$ cat src/rtl/divider_chain_pkg.sv
// shared constants of the fractional-n divider chain
// assumes a 100 MHz system clock and a 32-bit avalon slave
package divider_chain_pkg;
  // clock rate and calibration timing
  localparam int CLK_MHZ = 100;
  localparam int CAL_MID_NS = 1000;
  localparam int CAL_MID_CYC = (CAL_MID_NS * CLK_MHZ + 999) / 1000;
  localparam int CAL_WIN = 16;
  // register byte offsets
  localparam logic [5:0] REG_CTRL = 6'h00;
  localparam logic [5:0] REG_PATH = 6'h04;
  localparam logic [5:0] REG_RATIO = 6'h08;
  localparam logic [5:0] REG_NINT = 6'h0C;
  localparam logic [5:0] REG_NUM = 6'h10;
  localparam logic [5:0] REG_DEN = 6'h14;
  localparam logic [5:0] REG_SEED = 6'h18;
  localparam logic [5:0] REG_DET = 6'h1C;
  localparam logic [5:0] REG_STAT = 6'h20;
  // field positions
  localparam int CTRL_CAL_BIT = 0;
  localparam int CTRL_ORD_LSB = 1;
  localparam int CTRL_PRE4_BIT = 4;
  localparam int PATH_DBL_BIT = 0;
  localparam int PATH_PRE_BIT = 1;
  localparam int PATH_MUL_BIT = 2;
  localparam int PATH_POST_BIT = 3;
  localparam int RAT_PRE_LSB = 0;
  localparam int RAT_MUL_LSB = 8;
  localparam int RAT_POST_LSB = 16;
  localparam int DET_DLY_LSB = 0;
  localparam int DET_LOW_LSB = 4;
  localparam int DET_HIGH_LSB = 6;
  localparam int DET_LOOP_LSB = 8;
  // reset values
  localparam logic [31:0] CTRL_RST = 32'h0000_0000;
  localparam logic [31:0] PATH_RST = 32'h0000_0000;
  localparam logic [31:0] RATIO_RST = 32'h0001_0101;
  localparam logic [31:0] NINT_RST = 32'h0000_0064;
  localparam logic [31:0] NUM_RST = 32'h0000_0000;
  localparam logic [31:0] DEN_RST = 32'h0000_0001;
  localparam logic [31:0] DET_RST = 32'h0000_0001;
  localparam logic [7:0] BAND_RST = 8'h80;
endpackage

$ cat src/rtl/mash_modulator.sv
// cascaded accumulator noise shaper, order 0 to 4
// assumes step_in pulses once per feedback divider cycle
`timescale 1ns/1ps
`default_nettype none
module mash_modulator #(
  parameter int W = 32
) (
  input wire logic clk_sys_in,
  input wire logic sys_rst_in,
  input wire logic step_in,
  input wire logic seed_in,
  input wire logic [W-1:0] numer_in,
  input wire logic [W-1:0] denom_in,
  input wire logic [W-1:0] seed_val_in,
  input wire logic [2:0] order_in,
  output logic signed [4:0] frac_out
);
  // modular add, carry in the top bit
  function automatic logic [W:0] mod_add(input logic [W-1:0] a,
      input logic [W-1:0] b, input logic [W-1:0] m);
    logic [W:0] s;
    s = {1'b0, a} + {1'b0, b};
    if (s >= {1'b0, m}) begin
      s = s - {1'b0, m};
      return {1'b1, s[W-1:0]};
    end
    return {1'b0, s[W-1:0]};
  endfunction

  logic [W-1:0] acc_reg [4]; // stage residues
  logic signed [4:0] d2_reg, d3_reg, d4_reg; // delayed partial sums
  logic [W-1:0] den; // zero denominator acts as one
  logic [W-1:0] acc_next [4];
  logic [3:0] cy; // stage carries
  logic signed [4:0] t2, t3, t4, y;

  assign den = (denom_in == '0) ? W'(1) : denom_in;

  // stage chain and difference network
  always_comb begin
    logic [W:0] r;
    logic [W-1:0] base;
    r = '0;
    base = seed_in ? W'(mod_add(acc_reg[0], seed_val_in, den))
        : acc_reg[0];
    // first stage integrates the numerator
    r = mod_add(base, numer_in, den);
    cy[0] = r[W] && (order_in != 3'h0);
    acc_next[0] = (order_in != 3'h0) ? r[W-1:0] : '0;
    // later stages integrate the fresh residue of the stage before
    for (int k = 1; k < 4; k++) begin
      r = mod_add(acc_reg[k], acc_next[k - 1], den);
      cy[k] = r[W] && (k < int'(order_in));
      acc_next[k] = (k < int'(order_in)) ? r[W-1:0] : '0;
    end
    t4 = cy[3] ? 5'sh01 : 5'sh00;
    t3 = (cy[2] ? 5'sh01 : 5'sh00) + t4 - d4_reg;
    t2 = (cy[1] ? 5'sh01 : 5'sh00) + t3 - d3_reg;
    y = (cy[0] ? 5'sh01 : 5'sh00) + t2 - d2_reg;
    // integer mode: no offset, and stale differences are flushed
    if (order_in == 3'h0) begin
      t4 = 5'sh00;
      t3 = 5'sh00;
      t2 = 5'sh00;
      y = 5'sh00;
    end
  end

  // advance once per feedback cycle
  always_ff @(posedge clk_sys_in) begin
    if (sys_rst_in) begin
      for (int k = 0; k < 4; k++) begin
        acc_reg[k] <= '0;
      end
      d2_reg <= '0;
      d3_reg <= '0;
      d4_reg <= '0;
      frac_out <= '0;
    end else if (step_in) begin
      acc_reg <= acc_next;
      d2_reg <= t2;
      d3_reg <= t3;
      d4_reg <= t4;
      frac_out <= y;
    end else if (seed_in) begin
      acc_reg[0] <= W'(mod_add(acc_reg[0], seed_val_in,
          den));
    end
  end

  a_mash_int_zero: assert property (@(posedge clk_sys_in)
      disable iff (sys_rst_in) step_in && order_in == 3'h0
      |=> frac_out == 5'sh00)
    else $error("integer mode gave a fractional offset");
  a_mash_below_den: assert property (@(posedge clk_sys_in)
      disable iff (sys_rst_in) $rose(step_in) && order_in != 3'h0
      && numer_in < den |=> acc_reg[0] < den)
    else $error("first residue reached the denominator");
endmodule
`default_nettype wire

$ cat src/rtl/fractional_n_divider_chain.sv
// reference path, feedback divider, detector and calibration
// assumes reference and oscillator levels synchronous to clk
//
// Decided for this implementation: the placing of the registers and the Avalon-MM register port.
`timescale 1ns/1ps
`default_nettype none
// Function
// - integer feedback divide is twelve bits
// - noise shaper order one through four
// - denominator any value up to 32 bits
// - average divide is integer plus fraction
// - prescaler divides by two or four
// - doubler fires on both reference edges
// - every reference stage can be bypassed
// - pre-divider divides the doubler output
// - multiplier sits between the two dividers
// - post-divider reaches low detector rates
// - detector compares reference against feedback
// - calibration forces midpoint then picks band
// - seed write shifts the output phase
// - calibrate bit in control starts calibration
module fractional_n_divider_chain (
  input wire logic clk_sys_in,
  input wire logic sys_rst_in,
  input wire logic [5:0] avs_address_in,
  input wire logic avs_read_in,
  input wire logic avs_write_in,
  input wire logic [31:0] avs_writedata_in,
  input wire logic [3:0] avs_byteenable_in,
  output logic [31:0] avs_readdata_out,
  output logic avs_waitrequest_out,
  input wire logic reference_input_in,
  input wire logic vco_div_in,
  output logic ref_pd_event_out,
  output logic fb_event_out,
  output logic pfd_up_out,
  output logic pfd_down_out,
  output logic tune_force_mid_out,
  output logic [7:0] vco_band_out,
  output logic cal_busy_out,
  output logic [3:0] detector_delay_setting_out,
  output logic [1:0] low_rate_cal_adjust_out,
  output logic [1:0] high_rate_cal_adjust_out,
  output logic [1:0] detector_loop_select_out
);
  // byte-lane merge for partial writes
  function automatic logic [31:0] merge(input logic [31:0] old,
      input logic [31:0] nw, input logic [3:0] be);
    logic [31:0] r;
    r = old;
    for (int i = 0; i < 4; i++) begin
      if (be[i]) begin
        r[i*8 +: 8] = nw[i*8 +: 8];
      end
    end
    return r;
  endfunction

  // next count of a divide-by-ratio counter
  function automatic logic [11:0] div_next(input logic [11:0] c,
      input logic [11:0] ratio);
    if (c == 12'h000) begin
      return (ratio == 12'h000) ? 12'h000 : ratio - 12'h001;
    end
    return c - 12'h001;
  endfunction

  typedef enum logic [2:0] {
    CAL_IDLE = 3'b001,
    CAL_MID = 3'b010,
    CAL_MEAS = 3'b100
  } cal_state_e;

  // software registers
  logic [31:0] ctrl_reg, path_reg, ratio_reg, nint_reg;
  logic [31:0] num_reg, den_reg, seed_reg, det_reg;
  logic seed_pulse_reg; // phase shift request
  logic ack_reg; // bus answer cycle
  logic wr_ack, rd_ack;
  // reference path
  logic ref_q_reg, vco_q_reg;
  logic ref_edge, ref_rise, dbl_ev, pre_ev, mul_ev, ref_pd;
  logic [11:0] pre_cnt_reg, post_cnt_reg;
  logic [7:0] mul_left_reg;
  // feedback path
  logic [1:0] ps_cnt_reg;
  logic ps_ev, fb_ev;
  logic [12:0] n_cnt_reg;
  logic [12:0] n_load;
  logic signed [4:0] frac;
  logic [2:0] order;
  // detector reset delay
  logic [3:0] pfd_dly_reg;
  // calibration
  cal_state_e cal_state_reg;
  logic [7:0] cal_cnt_reg, fb_cnt_reg, ref_cnt_reg, trial_reg;
  logic cal_start;

  assign order = ctrl_reg[divider_chain_pkg::CTRL_ORD_LSB +: 3];
  assign rd_ack = ack_reg && avs_read_in;
  assign wr_ack = ack_reg && avs_write_in;
  assign cal_start = wr_ack
      && avs_address_in == divider_chain_pkg::REG_CTRL
      && avs_byteenable_in[0]
      && avs_writedata_in[divider_chain_pkg::CTRL_CAL_BIT];

  // answer one cycle after each request
  always_ff @(posedge clk_sys_in) begin
    if (sys_rst_in) begin
      ack_reg <= 1'b0;
    end else begin
      ack_reg <= (avs_read_in || avs_write_in) && !ack_reg;
    end
  end
  assign avs_waitrequest_out = !ack_reg;

  // register writes on the answer edge
  always_ff @(posedge clk_sys_in) begin
    if (sys_rst_in) begin
      ctrl_reg <= divider_chain_pkg::CTRL_RST;
      path_reg <= divider_chain_pkg::PATH_RST;
      ratio_reg <= divider_chain_pkg::RATIO_RST;
      nint_reg <= divider_chain_pkg::NINT_RST;
      num_reg <= divider_chain_pkg::NUM_RST;
      den_reg <= divider_chain_pkg::DEN_RST;
      seed_reg <= divider_chain_pkg::NUM_RST;
      det_reg <= divider_chain_pkg::DET_RST;
      seed_pulse_reg <= 1'b0;
    end else begin
      seed_pulse_reg <= 1'b0;
      if (wr_ack) begin
        unique case (avs_address_in)
          divider_chain_pkg::REG_CTRL: begin
            ctrl_reg <= merge(ctrl_reg, avs_writedata_in,
                avs_byteenable_in) & 32'h0000_001E;
          end
          divider_chain_pkg::REG_PATH: begin
            path_reg <= merge(path_reg, avs_writedata_in,
                avs_byteenable_in) & 32'h0000_000F;
          end
          divider_chain_pkg::REG_RATIO: begin
            ratio_reg <= merge(ratio_reg, avs_writedata_in,
                avs_byteenable_in) & 32'h0FFF_FFFF;
          end
          divider_chain_pkg::REG_NINT: begin
            nint_reg <= merge(nint_reg, avs_writedata_in,
                avs_byteenable_in) & 32'h0000_0FFF;
          end
          divider_chain_pkg::REG_NUM: begin
            num_reg <= merge(num_reg, avs_writedata_in,
                avs_byteenable_in);
          end
          divider_chain_pkg::REG_DEN: begin
            den_reg <= merge(den_reg, avs_writedata_in,
                avs_byteenable_in);
          end
          divider_chain_pkg::REG_SEED: begin
            seed_reg <= merge(seed_reg, avs_writedata_in,
                avs_byteenable_in);
            seed_pulse_reg <= 1'b1;
          end
          divider_chain_pkg::REG_DET: begin
            det_reg <= merge(det_reg, avs_writedata_in,
                avs_byteenable_in) & 32'h0000_03FF;
          end
          default: begin
            // unmapped or read-only: ignored
          end
        endcase
      end
    end
  end

  // read data captured as the answer starts
  always_ff @(posedge clk_sys_in) begin
    if (sys_rst_in) begin
      avs_readdata_out <= '0;
    end else if (avs_read_in && !ack_reg) begin
      unique case (avs_address_in)
        divider_chain_pkg::REG_CTRL: avs_readdata_out <= ctrl_reg;
        divider_chain_pkg::REG_PATH: avs_readdata_out <= path_reg;
        divider_chain_pkg::REG_RATIO: avs_readdata_out <= ratio_reg;
        divider_chain_pkg::REG_NINT: avs_readdata_out <= nint_reg;
        divider_chain_pkg::REG_NUM: avs_readdata_out <= num_reg;
        divider_chain_pkg::REG_DEN: avs_readdata_out <= den_reg;
        divider_chain_pkg::REG_SEED: avs_readdata_out <= seed_reg;
        divider_chain_pkg::REG_DET: avs_readdata_out <= det_reg;
        divider_chain_pkg::REG_STAT: begin
          avs_readdata_out <= {20'h00000, pfd_down_out, pfd_up_out,
              vco_band_out, 1'b0, cal_busy_out};
        end
        default: avs_readdata_out <= '0;
      endcase
    end
  end

  // detector settings driven straight to the analog side
  assign detector_delay_setting_out =
      det_reg[divider_chain_pkg::DET_DLY_LSB +: 4];
  assign low_rate_cal_adjust_out =
      det_reg[divider_chain_pkg::DET_LOW_LSB +: 2];
  assign high_rate_cal_adjust_out =
      det_reg[divider_chain_pkg::DET_HIGH_LSB +: 2];
  assign detector_loop_select_out =
      det_reg[divider_chain_pkg::DET_LOOP_LSB +: 2];

  // input level history for edge detection
  always_ff @(posedge clk_sys_in) begin
    if (sys_rst_in) begin
      ref_q_reg <= 1'b0;
      vco_q_reg <= 1'b0;
    end else begin
      ref_q_reg <= reference_input_in;
      vco_q_reg <= vco_div_in;
    end
  end
  assign ref_edge = reference_input_in ^ ref_q_reg;
  assign ref_rise = reference_input_in && !ref_q_reg;

  // doubler: one event per edge when engaged
  assign dbl_ev = path_reg[divider_chain_pkg::PATH_DBL_BIT]
      ? ref_edge : ref_rise;
  // pre-divider output event
  assign pre_ev = path_reg[divider_chain_pkg::PATH_PRE_BIT]
      ? (dbl_ev && pre_cnt_reg == 12'h000) : dbl_ev;
  // multiplier emits a burst while events remain
  assign mul_ev = path_reg[divider_chain_pkg::PATH_MUL_BIT]
      ? (mul_left_reg != 8'h00) : pre_ev;
  // post-divider output feeds the detector
  assign ref_pd = path_reg[divider_chain_pkg::PATH_POST_BIT]
      ? (mul_ev && post_cnt_reg == 12'h000) : mul_ev;

  // pre-divider counter
  always_ff @(posedge clk_sys_in) begin
    if (sys_rst_in) begin
      pre_cnt_reg <= '0;
    end else if (dbl_ev) begin
      pre_cnt_reg <= div_next(pre_cnt_reg,
          {4'h0, ratio_reg[divider_chain_pkg::RAT_PRE_LSB +: 8]});
    end
  end

  // multiplier burst counter, reloaded per input event
  always_ff @(posedge clk_sys_in) begin
    if (sys_rst_in) begin
      mul_left_reg <= '0;
    end else if (pre_ev) begin
      mul_left_reg <= ratio_reg[divider_chain_pkg::RAT_MUL_LSB +: 8];
    end else if (mul_left_reg != 8'h00) begin
      mul_left_reg <= mul_left_reg - 8'h01;
    end
  end

  // post-divider counter
  always_ff @(posedge clk_sys_in) begin
    if (sys_rst_in) begin
      post_cnt_reg <= '0;
    end else if (mul_ev) begin
      post_cnt_reg <= div_next(post_cnt_reg,
          ratio_reg[divider_chain_pkg::RAT_POST_LSB +: 12]);
    end
  end

  // prescaler by two or four on oscillator edges
  always_ff @(posedge clk_sys_in) begin
    if (sys_rst_in) begin
      ps_cnt_reg <= '0;
    end else if (vco_div_in && !vco_q_reg) begin
      if (ps_cnt_reg == 2'h0) begin
        ps_cnt_reg <= ctrl_reg[divider_chain_pkg::CTRL_PRE4_BIT]
            ? 2'h3 : 2'h1;
      end else begin
        ps_cnt_reg <= ps_cnt_reg - 2'h1;
      end
    end
  end
  assign ps_ev = vco_div_in && !vco_q_reg && ps_cnt_reg == 2'h0;

  // next divide: integer value plus modulator offset
  always_comb begin
    logic [12:0] s;
    s = {1'b0, nint_reg[11:0]} + 13'({{8{frac[4]}}, frac});
    n_load = (s == 13'h0000 || s[12]) ? 13'h0001 : s;
  end

  // feedback counter, one output per loaded count
  always_ff @(posedge clk_sys_in) begin
    if (sys_rst_in) begin
      n_cnt_reg <= '0;
    end else if (ps_ev) begin
      n_cnt_reg <= (n_cnt_reg == 13'h0000)
          ? n_load - 13'h0001 : n_cnt_reg - 13'h0001;
    end
  end
  assign fb_ev = ps_ev && n_cnt_reg == 13'h0000;

  // modulator advanced once per feedback output
  mash_modulator #(
    .W(32)
  ) u_mash (
    .clk_sys_in(clk_sys_in),
    .sys_rst_in(sys_rst_in),
    .step_in(fb_ev),
    .seed_in(seed_pulse_reg),
    .numer_in(num_reg),
    .denom_in(den_reg),
    .seed_val_in(seed_reg),
    .order_in(order),
    .frac_out(frac)
  );

  // event pulses from flops
  always_ff @(posedge clk_sys_in) begin
    if (sys_rst_in) begin
      ref_pd_event_out <= 1'b0;
      fb_event_out <= 1'b0;
    end else begin
      ref_pd_event_out <= ref_pd;
      fb_event_out <= fb_ev;
    end
  end

  // phase detector: set wins over the delayed reset
  always_ff @(posedge clk_sys_in) begin
    if (sys_rst_in) begin
      pfd_up_out <= 1'b0;
      pfd_down_out <= 1'b0;
      pfd_dly_reg <= '0;
    end else begin
      if (pfd_up_out && pfd_down_out) begin
        pfd_dly_reg <= pfd_dly_reg + 4'h1;
        if (pfd_dly_reg >= detector_delay_setting_out) begin
          pfd_up_out <= ref_pd;
          pfd_down_out <= fb_ev;
          pfd_dly_reg <= '0;
        end
      end else begin
        pfd_up_out <= pfd_up_out || ref_pd;
        pfd_down_out <= pfd_down_out || fb_ev;
      end
    end
  end

  // calibration: hold midpoint, then binary band search
  always_ff @(posedge clk_sys_in) begin
    if (sys_rst_in) begin
      cal_state_reg <= CAL_IDLE;
      cal_cnt_reg <= '0;
      fb_cnt_reg <= '0;
      ref_cnt_reg <= '0;
      trial_reg <= '0;
      vco_band_out <= divider_chain_pkg::BAND_RST;
    end else if (cal_start) begin
      cal_state_reg <= CAL_MID;
      cal_cnt_reg <= 8'(divider_chain_pkg::CAL_MID_CYC);
      vco_band_out <= divider_chain_pkg::BAND_RST;
      trial_reg <= divider_chain_pkg::BAND_RST;
    end else begin
      unique case (cal_state_reg)
        CAL_IDLE: begin
          cal_cnt_reg <= '0;
        end
        CAL_MID: begin
          cal_cnt_reg <= cal_cnt_reg - 8'h01;
          if (cal_cnt_reg == 8'h01) begin
            cal_state_reg <= CAL_MEAS;
            fb_cnt_reg <= '0;
            ref_cnt_reg <= '0;
          end
        end
        CAL_MEAS: begin
          if (fb_ev && fb_cnt_reg != 8'hFF) begin
            fb_cnt_reg <= fb_cnt_reg + 8'h01;
          end
          if (ref_pd) begin
            ref_cnt_reg <= ref_cnt_reg + 8'h01;
          end
          if (ref_pd && ref_cnt_reg ==
              8'(divider_chain_pkg::CAL_WIN - 1)) begin
            // too fast: drop the trial bit
            if (fb_cnt_reg > 8'(divider_chain_pkg::CAL_WIN)) begin
              vco_band_out <= (vco_band_out & ~trial_reg)
                  | (trial_reg >> 1);
            end else begin
              vco_band_out <= vco_band_out | (trial_reg >> 1);
            end
            trial_reg <= trial_reg >> 1;
            fb_cnt_reg <= '0;
            ref_cnt_reg <= '0;
            if (trial_reg == 8'h01) begin
              cal_state_reg <= CAL_IDLE;
            end
          end
        end
      endcase
    end
  end
  assign tune_force_mid_out = cal_state_reg == CAL_MID;
  assign cal_busy_out = cal_state_reg != CAL_IDLE;

  a_bus_answer: assert property (@(posedge clk_sys_in)
      disable iff (sys_rst_in) (avs_read_in || avs_write_in)
      && avs_waitrequest_out |=> !avs_waitrequest_out)
    else $error("bus answer not one cycle after request");
  a_cal_start: assert property (@(posedge clk_sys_in)
      disable iff (sys_rst_in) cal_start
      |=> tune_force_mid_out [*8])
    else $error("calibration did not start at midpoint");
  a_cal_order: assert property (@(posedge clk_sys_in)
      disable iff (sys_rst_in) $fell(tune_force_mid_out)
      && !cal_start |-> cal_state_reg == CAL_MEAS)
    else $error("band search did not follow midpoint");
  a_dbl_edge: assert property (@(posedge clk_sys_in)
      disable iff (sys_rst_in)
      path_reg[divider_chain_pkg::PATH_DBL_BIT] && $fell(
      reference_input_in) |-> dbl_ev)
    else $error("doubler missed a falling edge");
  a_pre_bypass: assert property (@(posedge clk_sys_in)
      disable iff (sys_rst_in)
      !path_reg[divider_chain_pkg::PATH_PRE_BIT]
      |-> pre_ev == dbl_ev)
    else $error("bypassed pre-divider altered events");
  a_fb_reload: assert property (@(posedge clk_sys_in)
      disable iff (sys_rst_in) fb_ev
      |=> n_cnt_reg == $past(n_load) - 13'h0001)
    else $error("feedback counter reload wrong");
  a_pfd_up_set: assert property (@(posedge clk_sys_in)
      disable iff (sys_rst_in) ref_pd |=> pfd_up_out)
    else $error("reference event did not raise up");
  a_presc_half: assert property (@(posedge clk_sys_in)
      disable iff (sys_rst_in) ps_ev
      && !ctrl_reg[divider_chain_pkg::CTRL_PRE4_BIT]
      |=> ps_cnt_reg == 2'h1)
    else $error("prescaler by two reloaded wrong");
endmodule
`default_nettype wire

$ cat config.mk
export PLATFORM = sky130hd
export DESIGN_NAME = fractional_n_divider_chain
export DESIGN_NICKNAME = d
export VERILOG_FILES = /design/src/rtl/divider_chain_pkg.sv /design/src/rtl/mash_modulator.sv /design/src/rtl/fractional_n_divider_chain.sv
export SDC_FILE = /design/constraint.sdc
export NUM_CORES = 2
export LEC_CHECK = 0
export BUFFER_PORTS_ARGS = -buffer_cell sky130_fd_sc_hd__clkbuf_2
export CORE_ASPECT_RATIO = 1.25
export CORE_MARGIN = 3
export CORE_UTILIZATION = 40
export CTS_BUF_LIST = sky130_fd_sc_hd__clkbuf_2
export DETAILED_ROUTE_END_ITERATION = 10
export GPL_TIMING_DRIVEN = 0
export HOLD_SLACK_MARGIN = 0.12
export PLACE_DENSITY_LB_ADDON = 0.12
export SLEW_MARGIN = 15
export SYNTH_ARGS = -nofsm -noshare
export SYNTH_HDL_FRONTEND = slang
export SYNTH_SLANG_ARGS = --single-unit
$ cat constraint.sdc
create_clock -name clk_sys_in -period 40.7 [get_ports clk_sys_in]
set_clock_uncertainty 0.05 [all_clocks]
set_input_delay 10.175 -clock clk_sys_in [delete_from_list [all_inputs] [get_ports clk_sys_in]]
set_output_delay 10.175 -clock clk_sys_in [all_outputs]
set_load 0.1 [all_outputs]
==> reports/results.txt <==
Layout overhead on the synthesized area - 8.42%
Commonest non-fill, non-tap cell in the layout - nor2_1
Hold Slack - 0.410 ns
CTS-repair resized insts - 0
Slowest stage cell, crit path - a21oi_1
Layout cells sized above 1 - 0.0793
Mapped Cells - 4740
WL final - 137000 µm
Sequential fraction of the synthesis area - 0.236
Num CTS Buffers - 118
CTS H-tree lvls - 3
Fin nets - 5390
CTS Buffer Depth - 3
Worst slack, placed - 6.99 ns
GRT Overall Usage - 0.278
Pwr dens - 36.7 nW/µm²
Distinct cells, synth - 102
Initial Util - 0.404
CORE AREA - 90300 µm²
F_max - 0.0294 GHz
Sinks on Clock Net - 430
Run status - complete, no violations
Total vias in the final route - 35.7k
Total grt overflow - 0
Final hold vios - 0
# IOs - 105
Antenna violations before repair - 3
Critical Path Fanout Max - 10
Max FFs per register - 128
CP max stage delay - 0.88 ns
Yosys warning count - 0
CTS Root Cell - clkbuf_2
RSZ-0062 raised after global routing - no
Final min period - 34.00 ns
Vias/cell - 5.73
Commonest cells after routing, fill and taps aside - nor2_1 (580), a21oi_1 (484), nand2_1 (444), dfxtp_1 (430), ha_1 (370)
Worst path arrival time - 35.10 ns
M1 WL - 55900 µm
Row Count - 123
First-pass GRT wire length - 204000 µm
Startpoint Class - flop
Synth Net Count - 5171
DRC - 0
Critical path class - reg -> reg
Crit share post-route - 0.835
Synthesized area - 36500 µm²
CTS tree - built
Setup TNS - 0 ns
Met2 WL - 68100 µm
Syn Area/Cell - 7.70 µm²
Post-route ant nets - 0
IO buf count - 98
Iteration-0 DRC Markers - 2344
Ys async rst share - 0
Hold crit path type - reg -> reg
Synth Register Bits - 430
Max-cap violations - 0
Critical path capture point type - flop
Leak Pwr - 0.0168 µW
Setup violators final - 0
Die W - 276 µm
Per-cell routed wire length - 21.9 µm
Most used cell, CP - ha_1
Clk_lat worst skew - 1.37 ns
DP Wirelength - 111000 µm
Top sig layer - met4
Clk slew on worst S/H paths - 0.11 ns
Die Y - 344 µm
RD Place Congestion - 0.949
Max VDD drop - 38.5 µV
Vias in the first global route - 34.8k
Relative slew margins - 0.106
Routed wl met3 - 6180 µm
Slew @ Worst Pin - 1.33 ns
Setup WS post-layout - 6.70 ns
EDFF count, synth - 0
Hold Buf Count CTS - 0
Max Transition Viols Final - 0
Pre-antenna DRT Iters - 5
Predominant post-synthesis flop cell - dfxtp_1
Postcts setup bufs - 0
Die Footprint - 95000 µm²
Pin count of the biggest net entering global routing - 22
Crit path required time - 41.81 ns
per-layer routing:
layer | global-route usage | vias to the layer above
met4 | 0.131 | 0
met2 | 0.511 | 916
met3 | 0.0348 | 281
met1 | 0.319 | 16700
met5 | 0 | -
li1 | - | 17800
where the power goes:
part / internal (µW) / switching [µW]
Sequential: 448 / 22.9
Clock: 112 / 213
Combinational: 256 / 399
final cells by class:
cell class	instances	area, µm²
diodes	5	12.5
fillers	9500	50700
plain buffers	164	693
clock inverters	46	251
inverters	181	679
multi-input cells	3965	26600
repair buffers	99	498
well taps	1187	1490
clock buffers	159	796
flip-flops and latches	430	8610
critical path: cells and delay by family, from the launching register on:
kind                     cells  cell delay [ns]
AO/OA/AOI/OAI               58            15.54
XOR/XNOR                     7             1.15
adder cells (fa/ha/maj)     20             6.54
buffers and inverters       17             3.65
flip-flops                   1             0.42
AND/OR/NAND/NOR             22             6.33
kinds of logic (layout without fill, tap and decap cells):
family          Yosys count  count (layout)  share of synthesized area
compound gates         1522            1522                      0.273
xor+xnor                313             313                     0.0751
fa+ha+maj               383             383                      0.134
buf+inv                 345             649                     0.0374
flops                   430             430                      0.236
mux                     156             156                     0.0448
other cells               0               5                          0
simple gates           1591            1591                      0.200
synthesized netlist by cell type, types with 96 or more instances:
cell type    n  area share
clkbuf_1   130       0.013
a21o_1     135       0.028
dfxtp_1    430        0.24
xor2_1     108       0.026
o21ai_0    262       0.036
nand2_1    444       0.046
a21oi_1    484       0.066
mux2i_1    144       0.039
inv_1      179       0.018
nor2_1     580       0.060
xnor2_1    205       0.049
nand3_1     96       0.013
ha_1       370        0.13
through the flow:
step / area (µm²) / util / power (µW) / cells
floorplan: 36500 / - / 969 / 4740
global placement: 38500 / 0.426 / 1130 / 6025
detailed placement: 38500 / 0.426 / 1130 / 6026
CTS: 39600 / 0.438 / 1460 / 6231
global route: 39600 / 0.438 / 1550 / 6234
finish: 39600 / 0.438 / 1450 / 6236
path summary, 6_finish.rpt:
path                                        from                 end  slack (ns)  cells after the start
worst min register to register  u_mash.d4_reg[0]    u_mash.d4_reg[0]        0.41                      2
worst min-delay path            u_mash.d4_reg[0]    u_mash.d4_reg[0]        0.41                      2
worst max register to register       seed_reg[0]  u_mash.frac_out[4]        6.70                    124
worst max-delay path                 seed_reg[0]  u_mash.frac_out[4]        6.70                    124
Note: power is estimated with default switching activity, not from simulation.
